[src/core/lotu_pkg.sv]
// package for the line output and timer unit: codes, reset values, timing
// assumes a 100 MHz core clock
package lotu_pkg;
    localparam int          LOTU_CLK_MHZ       = 100;
    localparam int          LOTU_US_CYCLES     = LOTU_CLK_MHZ * 1;
    localparam int          LOTU_TIME_MAX_US   = 60000000;
    localparam int          LOTU_TIME_W        = 26;
    localparam int          LOTU_PRE_W         = 7;
    localparam int          LOTU_DBT_W         = 16;

    localparam logic [2:0]  LOTU_SRC_OFF       = 3'h0;
    localparam logic [2:0]  LOTU_SRC_EXPOSURE  = 3'h1;
    localparam logic [2:0]  LOTU_SRC_FRAME     = 3'h2;
    localparam logic [2:0]  LOTU_SRC_USER      = 3'h5;
    localparam logic [2:0]  LOTU_SRC_TIMER     = 3'h7;

    localparam logic [1:0]  LOTU_ACT_FALL      = 2'h0;
    localparam logic [1:0]  LOTU_ACT_RISE      = 2'h1;
    localparam logic [1:0]  LOTU_ACT_LOW       = 2'h2;
    localparam logic [1:0]  LOTU_ACT_HIGH      = 2'h3;

    localparam logic        LOTU_LINE_RST      = 1'b0;

    typedef struct packed {
        logic [2:0]              src;
        logic                    invert;
        logic                    user_value;
        logic                    trig_enable;
        logic [1:0]              activation;
        logic [LOTU_TIME_W-1:0]  delay_us;
        logic [LOTU_TIME_W-1:0]  duration_us;
        logic [LOTU_DBT_W-1:0]   debounce_us;
    } lotu_cfg_type;
endpackage

[src/core/lotu_line_output.sv]
// line output source select with exposure-triggered timer and debounce
// assumes cfg is static or changed by software from the clk domain;
// exposure and frame arrive asynchronously and are synchronised here
`timescale 1ns/1ps
module lotu_line_output #(
    parameter int TIME_W = lotu_pkg::LOTU_TIME_W
) (
    // clock and reset
    input  wire logic                  clk,
    input  wire logic                  reset_n,
    // configuration
    input  wire lotu_pkg::lotu_cfg_type cfg,
    // camera signals, asynchronous
    input  wire logic                  exposure_in,
    input  wire logic                  frame_in,
    // outputs
    output logic                       line_out,
    output logic                       timer_out
);
    import lotu_pkg::*;

    // the longest delay or duration needs the package width of count
    if (TIME_W < LOTU_TIME_W) begin : g_time_w_check
        $error("TIME_W too small for 60e6 us");
    end

    typedef enum logic [1:0] {LOTU_IDLE, LOTU_DELAY, LOTU_ACTIVE} lotu_state_type;

    logic [1:0]            exp_sync_r;
    logic [1:0]            frm_sync_r;
    logic [LOTU_PRE_W-1:0] pre_r;
    logic                  us_tick;
    logic                  exp_deb_r;
    logic                  exp_prev_r;
    logic                  frm_deb_r;
    logic [LOTU_DBT_W-1:0] exp_cnt_r;
    logic [LOTU_DBT_W-1:0] frm_cnt_r;
    logic                  trig;
    lotu_state_type        state_r;
    logic [TIME_W-1:0]     tcnt_r;
    logic                  sel;

    always_ff @(posedge clk or negedge reset_n) begin
        if (!reset_n) begin
            exp_sync_r <= 2'h0;
            frm_sync_r <= 2'h0;
        end else begin
            exp_sync_r <= {exp_sync_r[0], exposure_in};
            frm_sync_r <= {frm_sync_r[0], frame_in};
        end
    end

    // microsecond prescaler shared by debounce and timer
    always_ff @(posedge clk or negedge reset_n) begin
        if (!reset_n) begin
            pre_r <= '0;
        end else if (pre_r == LOTU_PRE_W'(LOTU_US_CYCLES - 1)) begin
            pre_r <= '0;
        end else begin
            pre_r <= pre_r + 1'b1;
        end
    end
    assign us_tick = (pre_r == LOTU_PRE_W'(LOTU_US_CYCLES - 1));

    // debounce filter
    // a change must persist debounce_us microsecond ticks, so more than debounce_us-1 and up to debounce_us us; 0 passes at once
    always_ff @(posedge clk or negedge reset_n) begin
        if (!reset_n) begin
            exp_deb_r <= 1'b0;
            exp_cnt_r <= '0;
        end else if (exp_sync_r[1] == exp_deb_r) begin
            exp_cnt_r <= '0;
        end else if (exp_cnt_r >= cfg.debounce_us) begin
            exp_deb_r <= exp_sync_r[1];
            exp_cnt_r <= '0;
        end else if (us_tick) begin
            exp_cnt_r <= exp_cnt_r + 1'b1;
        end
    end

    always_ff @(posedge clk or negedge reset_n) begin
        if (!reset_n) begin
            frm_deb_r <= 1'b0;
            frm_cnt_r <= '0;
        end else if (frm_sync_r[1] == frm_deb_r) begin
            frm_cnt_r <= '0;
        end else if (frm_cnt_r >= cfg.debounce_us) begin
            frm_deb_r <= frm_sync_r[1];
            frm_cnt_r <= '0;
        end else if (us_tick) begin
            frm_cnt_r <= frm_cnt_r + 1'b1;
        end
    end

    always_ff @(posedge clk or negedge reset_n) begin
        if (!reset_n) begin
            exp_prev_r <= 1'b0;
        end else begin
            exp_prev_r <= exp_deb_r;
        end
    end

    always_comb begin
        trig = 1'b0;
        case (cfg.activation)
            LOTU_ACT_FALL: trig = exp_prev_r & ~exp_deb_r;
            LOTU_ACT_RISE: trig = ~exp_prev_r & exp_deb_r;
            LOTU_ACT_LOW:  trig = ~exp_deb_r;
            LOTU_ACT_HIGH: trig = exp_deb_r;
            default:       trig = 1'b0;
        endcase
        trig = trig & cfg.trig_enable;
    end

    // delay then duration
    // retriggers while busy are ignored; level modes rearm after each pulse
    always_ff @(posedge clk or negedge reset_n) begin
        if (!reset_n) begin
            state_r   <= LOTU_IDLE;
            tcnt_r    <= '0;
            timer_out <= 1'b0;
        end else begin
            case (state_r)
                LOTU_IDLE: begin
                    timer_out <= 1'b0;
                    tcnt_r    <= '0;
                    if (trig) begin
                        state_r <= LOTU_DELAY;
                    end
                end
                LOTU_DELAY: begin
                    if (tcnt_r >= TIME_W'(cfg.delay_us)) begin
                        tcnt_r <= '0;
                        if (cfg.duration_us == '0) begin
                            state_r <= LOTU_IDLE;
                        end else begin
                            state_r   <= LOTU_ACTIVE;
                            timer_out <= 1'b1;
                        end
                    end else if (us_tick) begin
                        tcnt_r <= tcnt_r + 1'b1;
                    end
                end
                LOTU_ACTIVE: begin
                    if (tcnt_r >= TIME_W'(cfg.duration_us)) begin
                        tcnt_r    <= '0;
                        timer_out <= 1'b0;
                        state_r   <= LOTU_IDLE;
                    end else if (us_tick) begin
                        tcnt_r <= tcnt_r + 1'b1;
                    end
                end
                default: begin
                    state_r   <= LOTU_IDLE;
                    timer_out <= 1'b0;
                end
            endcase
        end
    end

    always_comb begin
        case (cfg.src)
            LOTU_SRC_EXPOSURE: sel = exp_deb_r;
            LOTU_SRC_FRAME:    sel = frm_deb_r;
            LOTU_SRC_USER:     sel = cfg.user_value;
            LOTU_SRC_TIMER:    sel = timer_out;
            default:           sel = 1'b0;
        endcase
    end

    // inversion after select, off held low
    always_ff @(posedge clk or negedge reset_n) begin
        if (!reset_n) begin
            line_out <= LOTU_LINE_RST;
        end else if (cfg.src == LOTU_SRC_OFF) begin
            line_out <= 1'b0;
        end else begin
            line_out <= sel ^ cfg.invert;
        end
    end

    a_user_level: assert property (@(posedge clk) disable iff (!reset_n)
        ($past(reset_n) && $past(cfg.src) == LOTU_SRC_USER && $past(cfg.invert) == 1'b0)
        |-> line_out == $past(cfg.user_value))
        else $error("user value not driven");

    a_invert_path: assert property (@(posedge clk) disable iff (!reset_n)
        ($past(reset_n) && $past(cfg.src) == LOTU_SRC_TIMER)
        |-> line_out == ($past(timer_out) ^ $past(cfg.invert)))
        else $error("timer path inversion wrong");

    a_off_low: assert property (@(posedge clk) disable iff (!reset_n)
        ($past(cfg.src) == LOTU_SRC_OFF) |-> !line_out)
        else $error("disabled line not low");

    a_trig_off: assert property (@(posedge clk) disable iff (!reset_n)
        (!cfg.trig_enable && state_r == LOTU_IDLE) |=> state_r == LOTU_IDLE)
        else $error("timer started while disabled");

    a_rise_start: assert property (@(posedge clk) disable iff (!reset_n)
        (cfg.trig_enable && cfg.activation == LOTU_ACT_RISE && state_r == LOTU_IDLE
         && exp_deb_r && !exp_prev_r) |=> state_r == LOTU_DELAY)
        else $error("rising edge missed");

    a_delay_quiet: assert property (@(posedge clk) disable iff (!reset_n)
        (state_r == LOTU_DELAY) |-> !timer_out)
        else $error("timer active during delay");

    a_dur_bound: assert property (@(posedge clk) disable iff (!reset_n)
        (state_r == LOTU_ACTIVE) |-> tcnt_r <= TIME_W'(cfg.duration_us))
        else $error("duration overrun");

    a_pulse_order: assert property (@(posedge clk) disable iff (!reset_n)
        $rose(timer_out) |-> $past(state_r) == LOTU_DELAY)
        else $error("timer rose without delay");

    a_deb_stable: assert property (@(posedge clk) disable iff (!reset_n)
        (exp_deb_r != $past(exp_deb_r)) |-> $past(exp_sync_r[1]) == exp_deb_r)
        else $error("debounced value not from input");
endmodule

[config.mk]
export PLATFORM = sky130hd
export DESIGN_NAME = lotu_line_output
export DESIGN_NICKNAME = d
export VERILOG_FILES = /design/src/core/lotu_pkg.sv /design/src/core/lotu_line_output.sv
export SDC_FILE = /design/constraint.sdc
export NUM_CORES = 1
export LEC_CHECK = 0
export BUFFER_PORTS_ARGS = -buffer_cell sky130_fd_sc_hd__buf_4
export CORE_MARGIN = 10
export CORE_UTILIZATION = 40
export DETAILED_ROUTE_END_ITERATION = 10
export SYNTH_ARGS = -nofsm -noshare
export SYNTH_HDL_FRONTEND = slang
export SYNTH_SLANG_ARGS = --single-unit
[constraint.sdc]
create_clock -name clk -period 3.6 [get_ports clk]
set_input_delay 0.54 -clock clk [delete_from_list [all_inputs] [get_ports clk]]
set_output_delay 0.54 -clock clk [all_outputs]
set_load 0.005 [all_outputs]
Word level (Yosys, flattened, before mapping)
Index checks and enable logic that the tools add are counted.
{ "totals": {"inputBits": 80, "elab_cells": 78, "out_inout_bits": 2, "ff_bits": 76} }
{ "op_classes": {"n_mux": 23, "order_cmp": 4, "add_sub_neg": 4, "reduce_logical": 11, "eq_ne": 16, "bitwise": 8} }
{ "op_table": {"columns": ["operator", "count"], "rows": [
  ["$mux 16", 6],
  ["$mux 26", 3],
  ["$pmux 26 s3", 1],
  ["$ge 26x26->1", 2],
  ["$add 16x1->16 const B", 2],
  ["$ge 16x16->1", 2],
  ["$add 26x1->26 const B", 1],
  ["$logic_not 26->1", 1],
  ["$reduce_bool 3->1", 3],
  ["$mux 2", 4],
  ["$ne 2x2->1 const B", 4],
  ["$pmux 1 s4", 2],
  ["$add 7x1->7 const B", 1],
  ["$eq 7x7->1 const B", 1],
  ["$mux 7", 1],
  ["$eq 2x2->1 const B", 3],
  ["$eq 3x3->1 const B", 2],
  ["$pmux 2 s3", 1],
  ["$reduce_and 3->1", 2],
  ["$eq 2x1->1 const B", 2],
  ["$logic_not 2->1", 2],
  ["$mux 1", 4],
  ["$not 1->1", 4],
  ["$reduce_and 2->1", 2],
  ["other kinds (7)", 10]
]} }

Depth between registers and ports, before layout
Gate-level depths: netlist of the first run.
{ "logic_depth": {"word_depth": 6, "depth_mapped": 12, "ltp_nobuf": 10} }

Least setup slack after synthesis of the first run
OpenSTA, ideal clock, no wires.
{ "synth_timing": {"path_kind": "input to register", "startpoint": "input port cfg[46] (netlist name)", "endpoint": "register tcnt_r[12]", "arrival_time_ns": 2.519, "slack_ns": 0.999, "path_buffers": 2, "setup_time_ns": 0.082, "required_time_ns": 3.518, "cell_stages": 12, "cell_sequence": "inv_1 -> ha_1 -> a21oi_1 -> nand2_1 -> and3_1 -> a211o_1 -> a22oi_1 -> a32o_1 -> buf_2 -> buf_2 -> nand2_1 -> a31oi_1"} }
{ "synth_via": {"elab_chain_cells": 3} }
{ "synth_rtl": {"columns": ["element", "line_no", "text"], "rows": [
  ["start, declared", "lotu_line_output.sv:12", "input wire lotu_pkg::lotu_cfg_type cfg,"],
  ["$ge 26x26->1", "lotu_line_output.sv:132", "if (tcnt_r >= TIME_W'(cfg.delay_us)) begin"],
  ["$mux 26", "lotu_line_output.sv:132", null],
  ["$pmux 26 s3", "lotu_line_output.sv:123", "case (state_r)"],
  ["end signal, assigned", "lotu_line_output.sv:141", "tcnt_r <= tcnt_r + 1'b1;"],
  ["end signal, assigned", "lotu_line_output.sv:150", "tcnt_r <= tcnt_r + 1'b1;"],
  ["end, declared", "lotu_line_output.sv:40", "logic [TIME_W-1:0] tcnt_r;"]
]} }
No other way between the ends.
A chain may end at the register's enable or synchronous reset.

Worst setup path in the final report of the first run
{ "layout_timing": {"startpoint": "register tcnt_r[4]", "endpoint": "register tcnt_r[5]"} }
{ "layout_via": {"elab_chain_cells": 4, "elab_cells_between_ends": 7, "classes_between": "add/sub (1); order compare (2); mux (4)"} }
{ "layout_rtl": {"columns": ["element", "line_no"], "rows": [
  ["$add 26x1->26", "lotu_line_output.sv:141, lotu_line_output.sv:150"],
  ["$mux 26", "lotu_line_output.sv:140, lotu_line_output.sv:149"],
  ["$mux 26 (on tied branches)", "lotu_line_output.sv:145, lotu_line_output.sv:132"],
  ["$pmux 26 s3 *", "lotu_line_output.sv:123"]
]} }
Mark *: on every way between the ends. The rest lies on a longest branch, timed or not.

==> impl_metrics.ini, run 1 <==
[yosys]
synth_edf_count = 0
synth_compound_area_frac = 0.137
netlist_area_mm2 = 0.00589
yosysTopAreaCellShare = 0.323
synth.area.mux_share = 0.0106
ys_seq_elements = 76
synth_fa_ha_area_frac = 0.196
synth_simple_gate_area_frac = 0.218
avgSynthCellArea_um2 = 8.56
yosysSeqAreaShare = 0.323
netlist_top_cells_area = dfrtp_1 (32%), ha_1 (20%), inv_1 (5.0%)
synth_xor_area_frac = 0.0536
synth_cells = 688
ys_types = 55
ys_warn_count = 0
synthFlopType = dfrtp_1
synth_top_family_by_area = simple AND/OR/NAND/NOR gates
synth_fp_nets = 860
yosysTopAreaCell = dfrtp_1
async_reset_ff_frac = 1.00

[power]
power_density_mw_per_mm2 = 324
swShare = 0.281
totalPowerFinal_mw = 2.26
comb_power_share = 0.218
seqPwrFrac = 0.393
p_switching_mw = 0.637
pwr-share-clk = 0.389
p_leak_nw = 3.69
intPower_mw = 1.63
vdd_drop_max_mv = 0.182

[setup_path]
crit_type = flip-flop to flip-flop
reg2reg_to = tcnt_r[5]
end_kind = flip-flop
ff2ff_setup_slack_ns = 0.80
path_max_fanout = 32
cp.required_ns = 3.85
crit_start = tcnt_r[4]
crit_path_end = tcnt_r[5]
crit_path_start_kind = flip-flop
arrival_ns = 3.05
reg2reg_from = tcnt_r[4]
rr_worst_depth = 10

[detailed_routing]
ant_nets = 0
wl_mm = 14.3
drc = 0
dr.first_iter.drc_count = 221
vias_per_cell = 5.27
vias = 5063
dr.pass1.iters = 5
wl_per_cell_um = 14.9

[sta]
tns_ns = 0
worstMarginPinSlew_ns = 0.995
finalSetupViolations = 0
timing_max_transition_violations_final = 0
hold_violations = 0
timing.final.crit_share = 0.778
fin_crit_ns = 2.80
finClkSkew_ns = 0.00681
setup_slack_ns = 0.798
rsz0062_at_grt = false
fmax_mhz = 357
slew_headroom = 0.337

[cts]
cts.sinks = 76
post_cts_buffers = 0
h-tree-depth = 3
cts_root_buffer = clkbuf_16
worstSkewPairLatency_ns = 0.33
cts_tree = done
path_clk_slew_ns = 0.06
cts_made_buffers = 9
cts_hold_buf = 0
cts_resized = 0
clockBufferDepth = 2

[floorplanning]
rows = 44
io_pins = 82
die-height_um = 141
start_util = 0.407
dieArea_mm2 = 0.0200
core_mm2 = 0.0145
die_w_um = 141

[cells_and_area]
finalNonFillerCells = 961
antenna_cells = 0
nFillCells = 1363
layout-drive-gt1-share = 0.143
nNetsFinal = 944
area_growth_pct = 18.7
design_area_mm2 = 0.00699

[global_route]
overflow = 0
grt_pass1_wl_mm = 24.6
antenna_found_initial = 0
grt_util_all_layers = 0.146
grt_max_degree = 77
grt_pass1_vias = 5185

[place]
placed_area_mm2 = 0.00670
portBuffers = 81
gp_congestion = 0.814
hpwl_mm = 11.2
placedCellCount = 945
post-place-ws_ns = 0.636

[outcome]
status = finished, final reports clean

[worst_hold_path]
hold_class = primary input to flip-flop

[job]
drv_cap = 0
[per-stage QoR]
stage,utilization,hold slack [ns]
floorplan,-,0.244
global placement,0.463,0.341
detailed placement,0.463,0.344
CTS,0.483,0.313
global route,0.483,0.309
finish,0.483,0.323
[cell usage after synthesis (2+ instances only)]
master	number
o21ai_1	2
clkbuf_1	9
nor3_1	11
a211oi_1	6
nor2b_1	7
ha_1	92
o22a_1	2
nor4_1	9
o21ai_0	24
a31oi_1	11
or3_1	2
inv_1	78
or2_2	2
mux2_2	2
nand2b_1	9
a22o_1	5
xnor2_1	15
a41oi_1	5
a21oi_1	39
nor2_1	71
and2_1	2
mux2i_1	4
dfrtp_1	76
and3_1	13
nand3b_1	2
o2111ai_1	2
nand2_1	66
nand4_1	20
a21o_1	17
o21a_1	5
buf_2	3
xor2_1	21
nand3_1	32
and4_1	3
[placed cells by master (no fill, tap or decap), drive strengths merged, types with 9 or more instances in the layout]
cell type,synthesis,layout
xor2,21,21
o21ai,26,26
ha,92,92
nor4,9,9
inv,78,78
buf,5,87
nor2,71,71
nand2b,9,9
and3,13,13
dfrtp,76,76
a21o,17,17
nor3,12,12
nand4,21,21
clkbuf,9,11
a31oi,11,11
a21oi,39,39
nand3,32,32
nand2,66,66
xnor2,15,15
[worst max-delay path: stages, from the launching register on]
cell and delay (ns):
dfrtp_1 0.48, ha_1 0.36, a21oi_1 0.18, nand2_1 0.06, and3_1 0.17, a211o_1 0.34, a22oi_1 0.24, a32o_1 0.23
buf_4 0.31, a41oi_1 0.17, a31oi_1 0.17
[power groups by stage]
| stage | combinational [mW] | clock, mW | sequential [mW] |
|---|---|---|---|
| 2_1_floorplan | 0.309 | 0 | 0.904 |
| 3_3_place_gp | 0.477 | 0 | 0.906 |
| 3_5_place_dp | 0.497 | 0 | 0.906 |
| 4_1_cts | 0.501 | 0.901 | 0.891 |
| 5_1_grt | 0.561 | 0.949 | 0.894 |
| 6_report | 0.494 | 0.880 | 0.890 |
[registers in the layout (all words and copies together), names as in the netlist, 2 cells and up]
| signal | count |
|---|---|
| state_r | 2 |
| exp_sync_r | 2 |
| exp_cnt_r | 16 |
| frm_cnt_r | 16 |
| pre_r | 7 |
| frm_sync_r | 2 |
| tcnt_r | 26 |
[layer usage]
layer	vias up	GRT usage	part of all wire
li1	2581	-	-
met1	2362	0.179	0.45
met2	101	0.245	0.48
met3	19	0.0330	0.048
met4	0	0.0484	0.021
met5	-	0	0
[kinds of logic (layout without fill, tap and decap cells)]
family | count (synthesis) | in the layout
adders and majority gates | 92 | 92
DFF | 76 | 76
xor gates and xnor gates | 36 | 36
AOI/OAI and AO/OA | 127 | 127
muxes | 6 | 6
and+or+nand+nor | 258 | 258
buffers and inverters | 93 | 182
[area by class of cell]
type | count | area (um2) | share of cell area
sequential | 76 | 1900 | 0.272
inverter | 79 | 297 | 0.0424
timing repair buffer | 87 | 653 | 0.0935
tap | 184 | 230 | 0.0329
multi-input combinational | 519 | 3620 | 0.518
clock buffer | 11 | 233 | 0.0333
clock inverter | 5 | 52.6 | 0.00752
[worst min-delay path by stage]
stage | start | end | slack, ns | depth (start not counted)
2_1_floorplan | reset_n | exp_cnt_r[0] | 0.24 | 0
3_3_place_gp | exp_sync_r[0] | exp_sync_r[1] | 0.34 | 0
3_5_place_dp | exp_sync_r[0] | exp_sync_r[1] | 0.34 | 0
4_1_cts | exposure_in | exp_sync_r[0] | 0.31 | 1
5_1_grt | exposure_in | exp_sync_r[0] | 0.31 | 1
6_report | exposure_in | exp_sync_r[0] | 0.32 | 1
(Power assumes the default switching activity.)
==> run 2, diff against run 1 <==
- clock period: 3.6 -> 2.55 ns (I/O delays scaled with it)
==> impl_metrics.ini, run 2 (synthesized netlist as in run 1, its figures left out) <==
[outcome]
status = finished, final reports clean

[global_route]
grt_pass1_vias = 5399
antenna_found_initial = 0
grt_pass1_wl_mm = 25.0
grt_util_all_layers = 0.148
grt_max_degree = 39
overflow = 0

[cts]
cts_tree = done
clockBufferDepth = 2
worstSkewPairLatency_ns = 0.33
cts_root_buffer = clkbuf_16
cts.sinks = 76
path_clk_slew_ns = 0.06
h-tree-depth = 3
cts_made_buffers = 9

[sta]
fmax_mhz = 399
hold_violations = 0
tns_ns = 0
fin_crit_ns = 2.51
finalSetupViolations = 0
timing.final.crit_share = 0.983
slew_headroom = 0.657
worstMarginPinSlew_ns = 0.515
finClkSkew_ns = 0.00649
timing_max_transition_violations_final = 0

[setup_path]
arrival_ns = 2.78
path_max_fanout = 8
end_kind = flip-flop
cp_slowest_cell = dfrtp_1
path_common_cell = a21oi_1
crit_type = flip-flop to flip-flop
crit_path_start_kind = flip-flop
path_cells = ha_1 > a21oi_1 > a21oi_1 > a211oi_2 > o21ai_0 > a22oi_2 > a32o_2 > buf_8 > a21boi_0 > a21o_1
cp.buffers_inverters = 1
cp_top_family = compound AO/OA/AOI/OAI gates
cpPeakStageDelay_ns = 0.40
cp.required_ns = 2.82

[cells_and_area]
reg_top3 = tcnt_r: 26 flops, exp_cnt_r: 16 flops, frm_cnt_r: 16 flops
nNetsFinal = 978
design_area_mm2 = 0.00739
area_growth_pct = 25.6
largest_register = tcnt_r
final_cell_mix = buf_4 (114), ha_1 (89), inv_1 (77)
layout-drive-gt1-share = 0.197
antenna_cells = 0
final_common_cell = buf_4
largest_reg_flops = 26
final_util = 0.511

[detailed_routing]
ant_nets = 0
vias = 5211
dr.first_iter.drc_count = 197
vias_per_cell = 5.24
drc = 0
wl_per_cell_um = 14.9
wl_mm = 14.9
dr.pass1.iters = 4

[power]
intPower_mw = 2.48
p_switching_mw = 0.964
seqPwrFrac = 0.365
pwr-share-clk = 0.377
power_density_mw_per_mm2 = 466
swShare = 0.280
p_leak_nw = 3.90
comb_power_share = 0.258
totalPowerFinal_mw = 3.44
vdd_drop_max_mv = 0.344

[place]
gp_congestion = 0.847
portBuffers = 81
hpwl_mm = 11.7
placed_area_mm2 = 0.00696

[worst_hold_path]
hold_class = primary input to async pin

[floorplanning]
start_util = 0.407
die-height_um = 141
core_mm2 = 0.0145
io_pins = 82
die_w_um = 141
rows = 44
dieArea_mm2 = 0.0200

[job]
drv_cap = 0
==> run 2: cell type report <==
cell class	instances	area, um2
fill	1375	7080
multi-input combinational	519	3680
sequential	76	1900
timing repair buffer	121	975
inverter	79	297
clock buffer	12	256
tap	184	230
clock inverter	4	47.5
==> run 2: per-layer routing <==
| metal | GRT usage | vias up | part of all wire |
|---|---|---|---|
| met1 | 0.184 | 2470 | 0.46 |
| met4 | 0.0527 | 0 | 0.021 |
| met3 | 0.0244 | 19 | 0.041 |
| met2 | 0.253 | 77 | 0.48 |
| met5 | 0 | - | 0 |
| li1 | - | 2645 | - |
==> run 2: path summary, 6_finish.rpt <==
path                               start            end  slack, ns  depth (start not counted)
max                           tcnt_r[12]     tcnt_r[17]       0.04                         10
min                              reset_n   frm_cnt_r[4]       0.03                          1
max reg2reg                   tcnt_r[12]     tcnt_r[17]       0.04                         10
min reg2reg                exp_sync_r[0]  exp_sync_r[1]       0.36                          0
max in group asynchronous        reset_n       line_out       1.85                          2
min in group clk             exposure_in  exp_sync_r[0]       0.16                          1
==> run 2: stage by stage <==
stage               setup slack [ns]  hold WS, ns  cells
global placement              0.0374        0.342    974
finish                        0.0439       0.0279    995
floorplan                     0.0727       0.0869    688
CTS                           0.0416       0.0458    990
global route                  -0.177       0.0710    995
detailed placement           -0.0420        0.343    974
==> run 2: power groups by stage <==
stage          Sequential, mW  Clock, mW  Combinational (mW)
2_1_floorplan            1.28          0               0.436
3_3_place_gp             1.28          0               0.756
3_5_place_dp             1.28          0               0.784
4_1_cts                  1.26       1.33               0.792
5_1_grt                  1.26       1.37               0.989
6_report                 1.26       1.30               0.887
==> run 2: repair_timing <==
item                                    CTS  global route
hold buffers                              0             0
endpoints found under the setup margin    0            24
setup buffers                             0             3
gates resized for setup                   0            19
==> run 3, diff against run 2 <==
- ABC_AREA: default -> 1
- CTS_BUF_LIST: default -> sky130_fd_sc_hd__clkbuf_8
- clock period: 2.55 -> 2.21 ns (I/O delays scaled with it)
==> impl_metrics.ini, run 3 <==
[yosys]
ys_seq_elements = 76
ys_types = 40
synth.most_common_cell = nand2_1
avgSynthCellArea_um2 = 7.13
yosysSeqAreaShare = 0.285
synth.top_cells.by_count = nand2_1 (196), inv_1 (157), ha_1 (92)
ys_warn_count = 0
synth_fp_nets = 1107
yosysTopAreaCell = dfrtp_1
synth_cells = 935
yosysTopAreaCellShare = 0.285
synthFlopType = dfrtp_1
netlist_top_cells_area = dfrtp_1 (29%), ha_1 (17%), nand2_1 (11%)
async_reset_ff_frac = 1.00
synth_edf_count = 0
netlist_area_mm2 = 0.00667

[cells_and_area]
final_util = 0.500
reg_top3 = tcnt_r: 26 flops, exp_cnt_r: 16 flops, frm_cnt_r: 16 flops
area_growth_pct = 23.5
layout-drive-gt1-share = 0.175
final_common_cell = nand2_1
largest_reg_flops = 26
final_cell_mix = nand2_1 (195), inv_1 (156), buf_4 (132)
largest_register = tcnt_r
nNetsFinal = 1242
antenna_cells = 0

[cts]
cts_made_buffers = 9
worstSkewPairLatency_ns = 0.37
cts_tree = done
clockBufferDepth = 2
path_clk_slew_ns = 0.08
cts_root_buffer = clkbuf_8
cts.sinks = 76
h-tree-depth = 3

[place]
portBuffers = 81
hpwl_mm = 14.1
gp_congestion = 0.930

[floorplanning]
die-height_um = 149
rows = 47
start_util = 0.405
io_pins = 82
core_mm2 = 0.0165
dieArea_mm2 = 0.0222
die_w_um = 149

[detailed_routing]
dr.pass1.iters = 5
wl_mm = 17.3
ant_nets = 0
wl_per_cell_um = 13.3
drc = 0
vias = 6251
vias_per_cell = 4.83
dr.first_iter.drc_count = 412

[power]
power_density_mw_per_mm2 = 457
vdd_drop_max_mv = 0.286
totalPowerFinal_mw = 3.76
p_leak_nw = 4.34

[worst_hold_path]
hold_class = primary input to flip-flop

[job]
drv_cap = 0

[global_route]
grt_pass1_vias = 6205
antenna_found_initial = 0
grt_util_all_layers = 0.161
grt_max_degree = 33
overflow = 0
grt_pass1_wl_mm = 29.5

[sta]
fmax_mhz = 496
fin_crit_ns = 2.02
timing_max_transition_violations_final = 0
tns_ns = 0
slew_headroom = 0.721
worstMarginPinSlew_ns = 0.415
hold_violations = 0
timing.final.crit_share = 0.913
finClkSkew_ns = 0.00371
finalSetupViolations = 0

[outcome]
status = finished, final reports clean

[setup_path]
path_max_fanout = 10
crit_path_start_kind = flip-flop
arrival_ns = 2.28
crit_type = flip-flop to flip-flop
end_kind = flip-flop
cp.required_ns = 2.47
ff2ff_setup_slack_ns = 0.19
## run 3: changes by cell type in the layout (fill, tap and decap cells not counted), moves of 10 or more
cell and change:
nand3_1 +48, o22ai_1 +12, a31oi_1 -11, buf_4 +18
a21oi_1 +12, nand4_1 +14, and3_1 -11, clkbuf_16 -10
inv_1 +79, nor3_1 +18, nand2_1 +129, a21o_1 -14
## run 3: logic make-up (layout without fill, tap and decap cells)
| logic type | count (synthesis) | count (layout) | synth area share |
|---|---|---|---|
| xor+xnor | 34 | 34 | 0.0447 |
| buf+inv | 173 | 313 | 0.0981 |
| compound gates | 108 | 108 | 0.0888 |
| flops | 76 | 76 | 0.285 |
| simple gates | 452 | 452 | 0.311 |
| fa+ha+maj | 92 | 92 | 0.173 |
## run 3: where the power goes
part	total [mW]	internal [mW]	switching (mW)
Sequential	1.46	1.43	0.0339
Combinational	0.959	0.380	0.579
Clock	1.34	0.781	0.561
Total	3.76	2.59	1.17
## run 3: worst paths after layout
path | end | from | cells after the start
max reg2reg | state_r[1] | tcnt_r[9] | 13
min | exp_sync_r[0] | exposure_in | 1
max in group asynchronous | tcnt_r[13] | reset_n | 3
min reg2reg | exp_sync_r[1] | exp_sync_r[0] | 0
min in group asynchronous | exp_cnt_r[11] | reset_n | 2
max | state_r[1] | tcnt_r[9] | 13
## run 3: metal layers
metal	vias up	wire [um]	part of all wire	GRT usage
li1	3355	-	-	-
met1	2776	8300	0.48	0.207
met2	99	8050	0.47	0.263
met3	21	642	0.037	0.0355
met4	0	288	0.017	0.0471
met5	-	0	0	0
## run 3: what timing repair did
item / in CTS / in global routing
endpoints found under the hold margin: 29 / 0
resized for setup: 0 / 16
setup endpoints to repair: 0 / 44
buffers inserted: 0 / 7
hold buffers: 1 / 0
## run 3: through the flow
stage | area (um2) | worst slack [ns] | instances | hold slack, ns
2_1_floorplan | 6670 | 0.315 | 935 | 0.0359
3_3_place_gp | 7870 | 0.0802 | 1271 | 0.294
3_5_place_dp | 7870 | 0.0633 | 1271 | 0.302
4_1_cts | 8120 | 0.0526 | 1288 | 0.0455
5_1_grt | 8240 | -0.00455 | 1295 | 0.0373
6_report | 8240 | 0.192 | 1295 | 0.0638
## run 3: cell type report
cell class	count	area, um2
Multi-Input combinational cell	686	4160
Tap cell	220	275
Sequential cell	76	1910
Clock buffer	10	138
Timing Repair Buffer	135	1030
Inverter	162	611
Fill cell	1644	8230
Clock inverter	6	109
## run 3: worst max-delay path, stage by stage (launching register included)
cell and delay [ns]:
dfrtp_1 0.46, ha_1 0.33, nand2_1 0.09, nor2_1 0.15
nand3_1 0.09, nand3_1 0.14, nand2_1 0.06, nand4_1 0.10
nand2_2 0.09, buf_6 0.15, inv_2 0.07, nand2_1 0.07
nand2_1 0.06, nand2_1 0.04
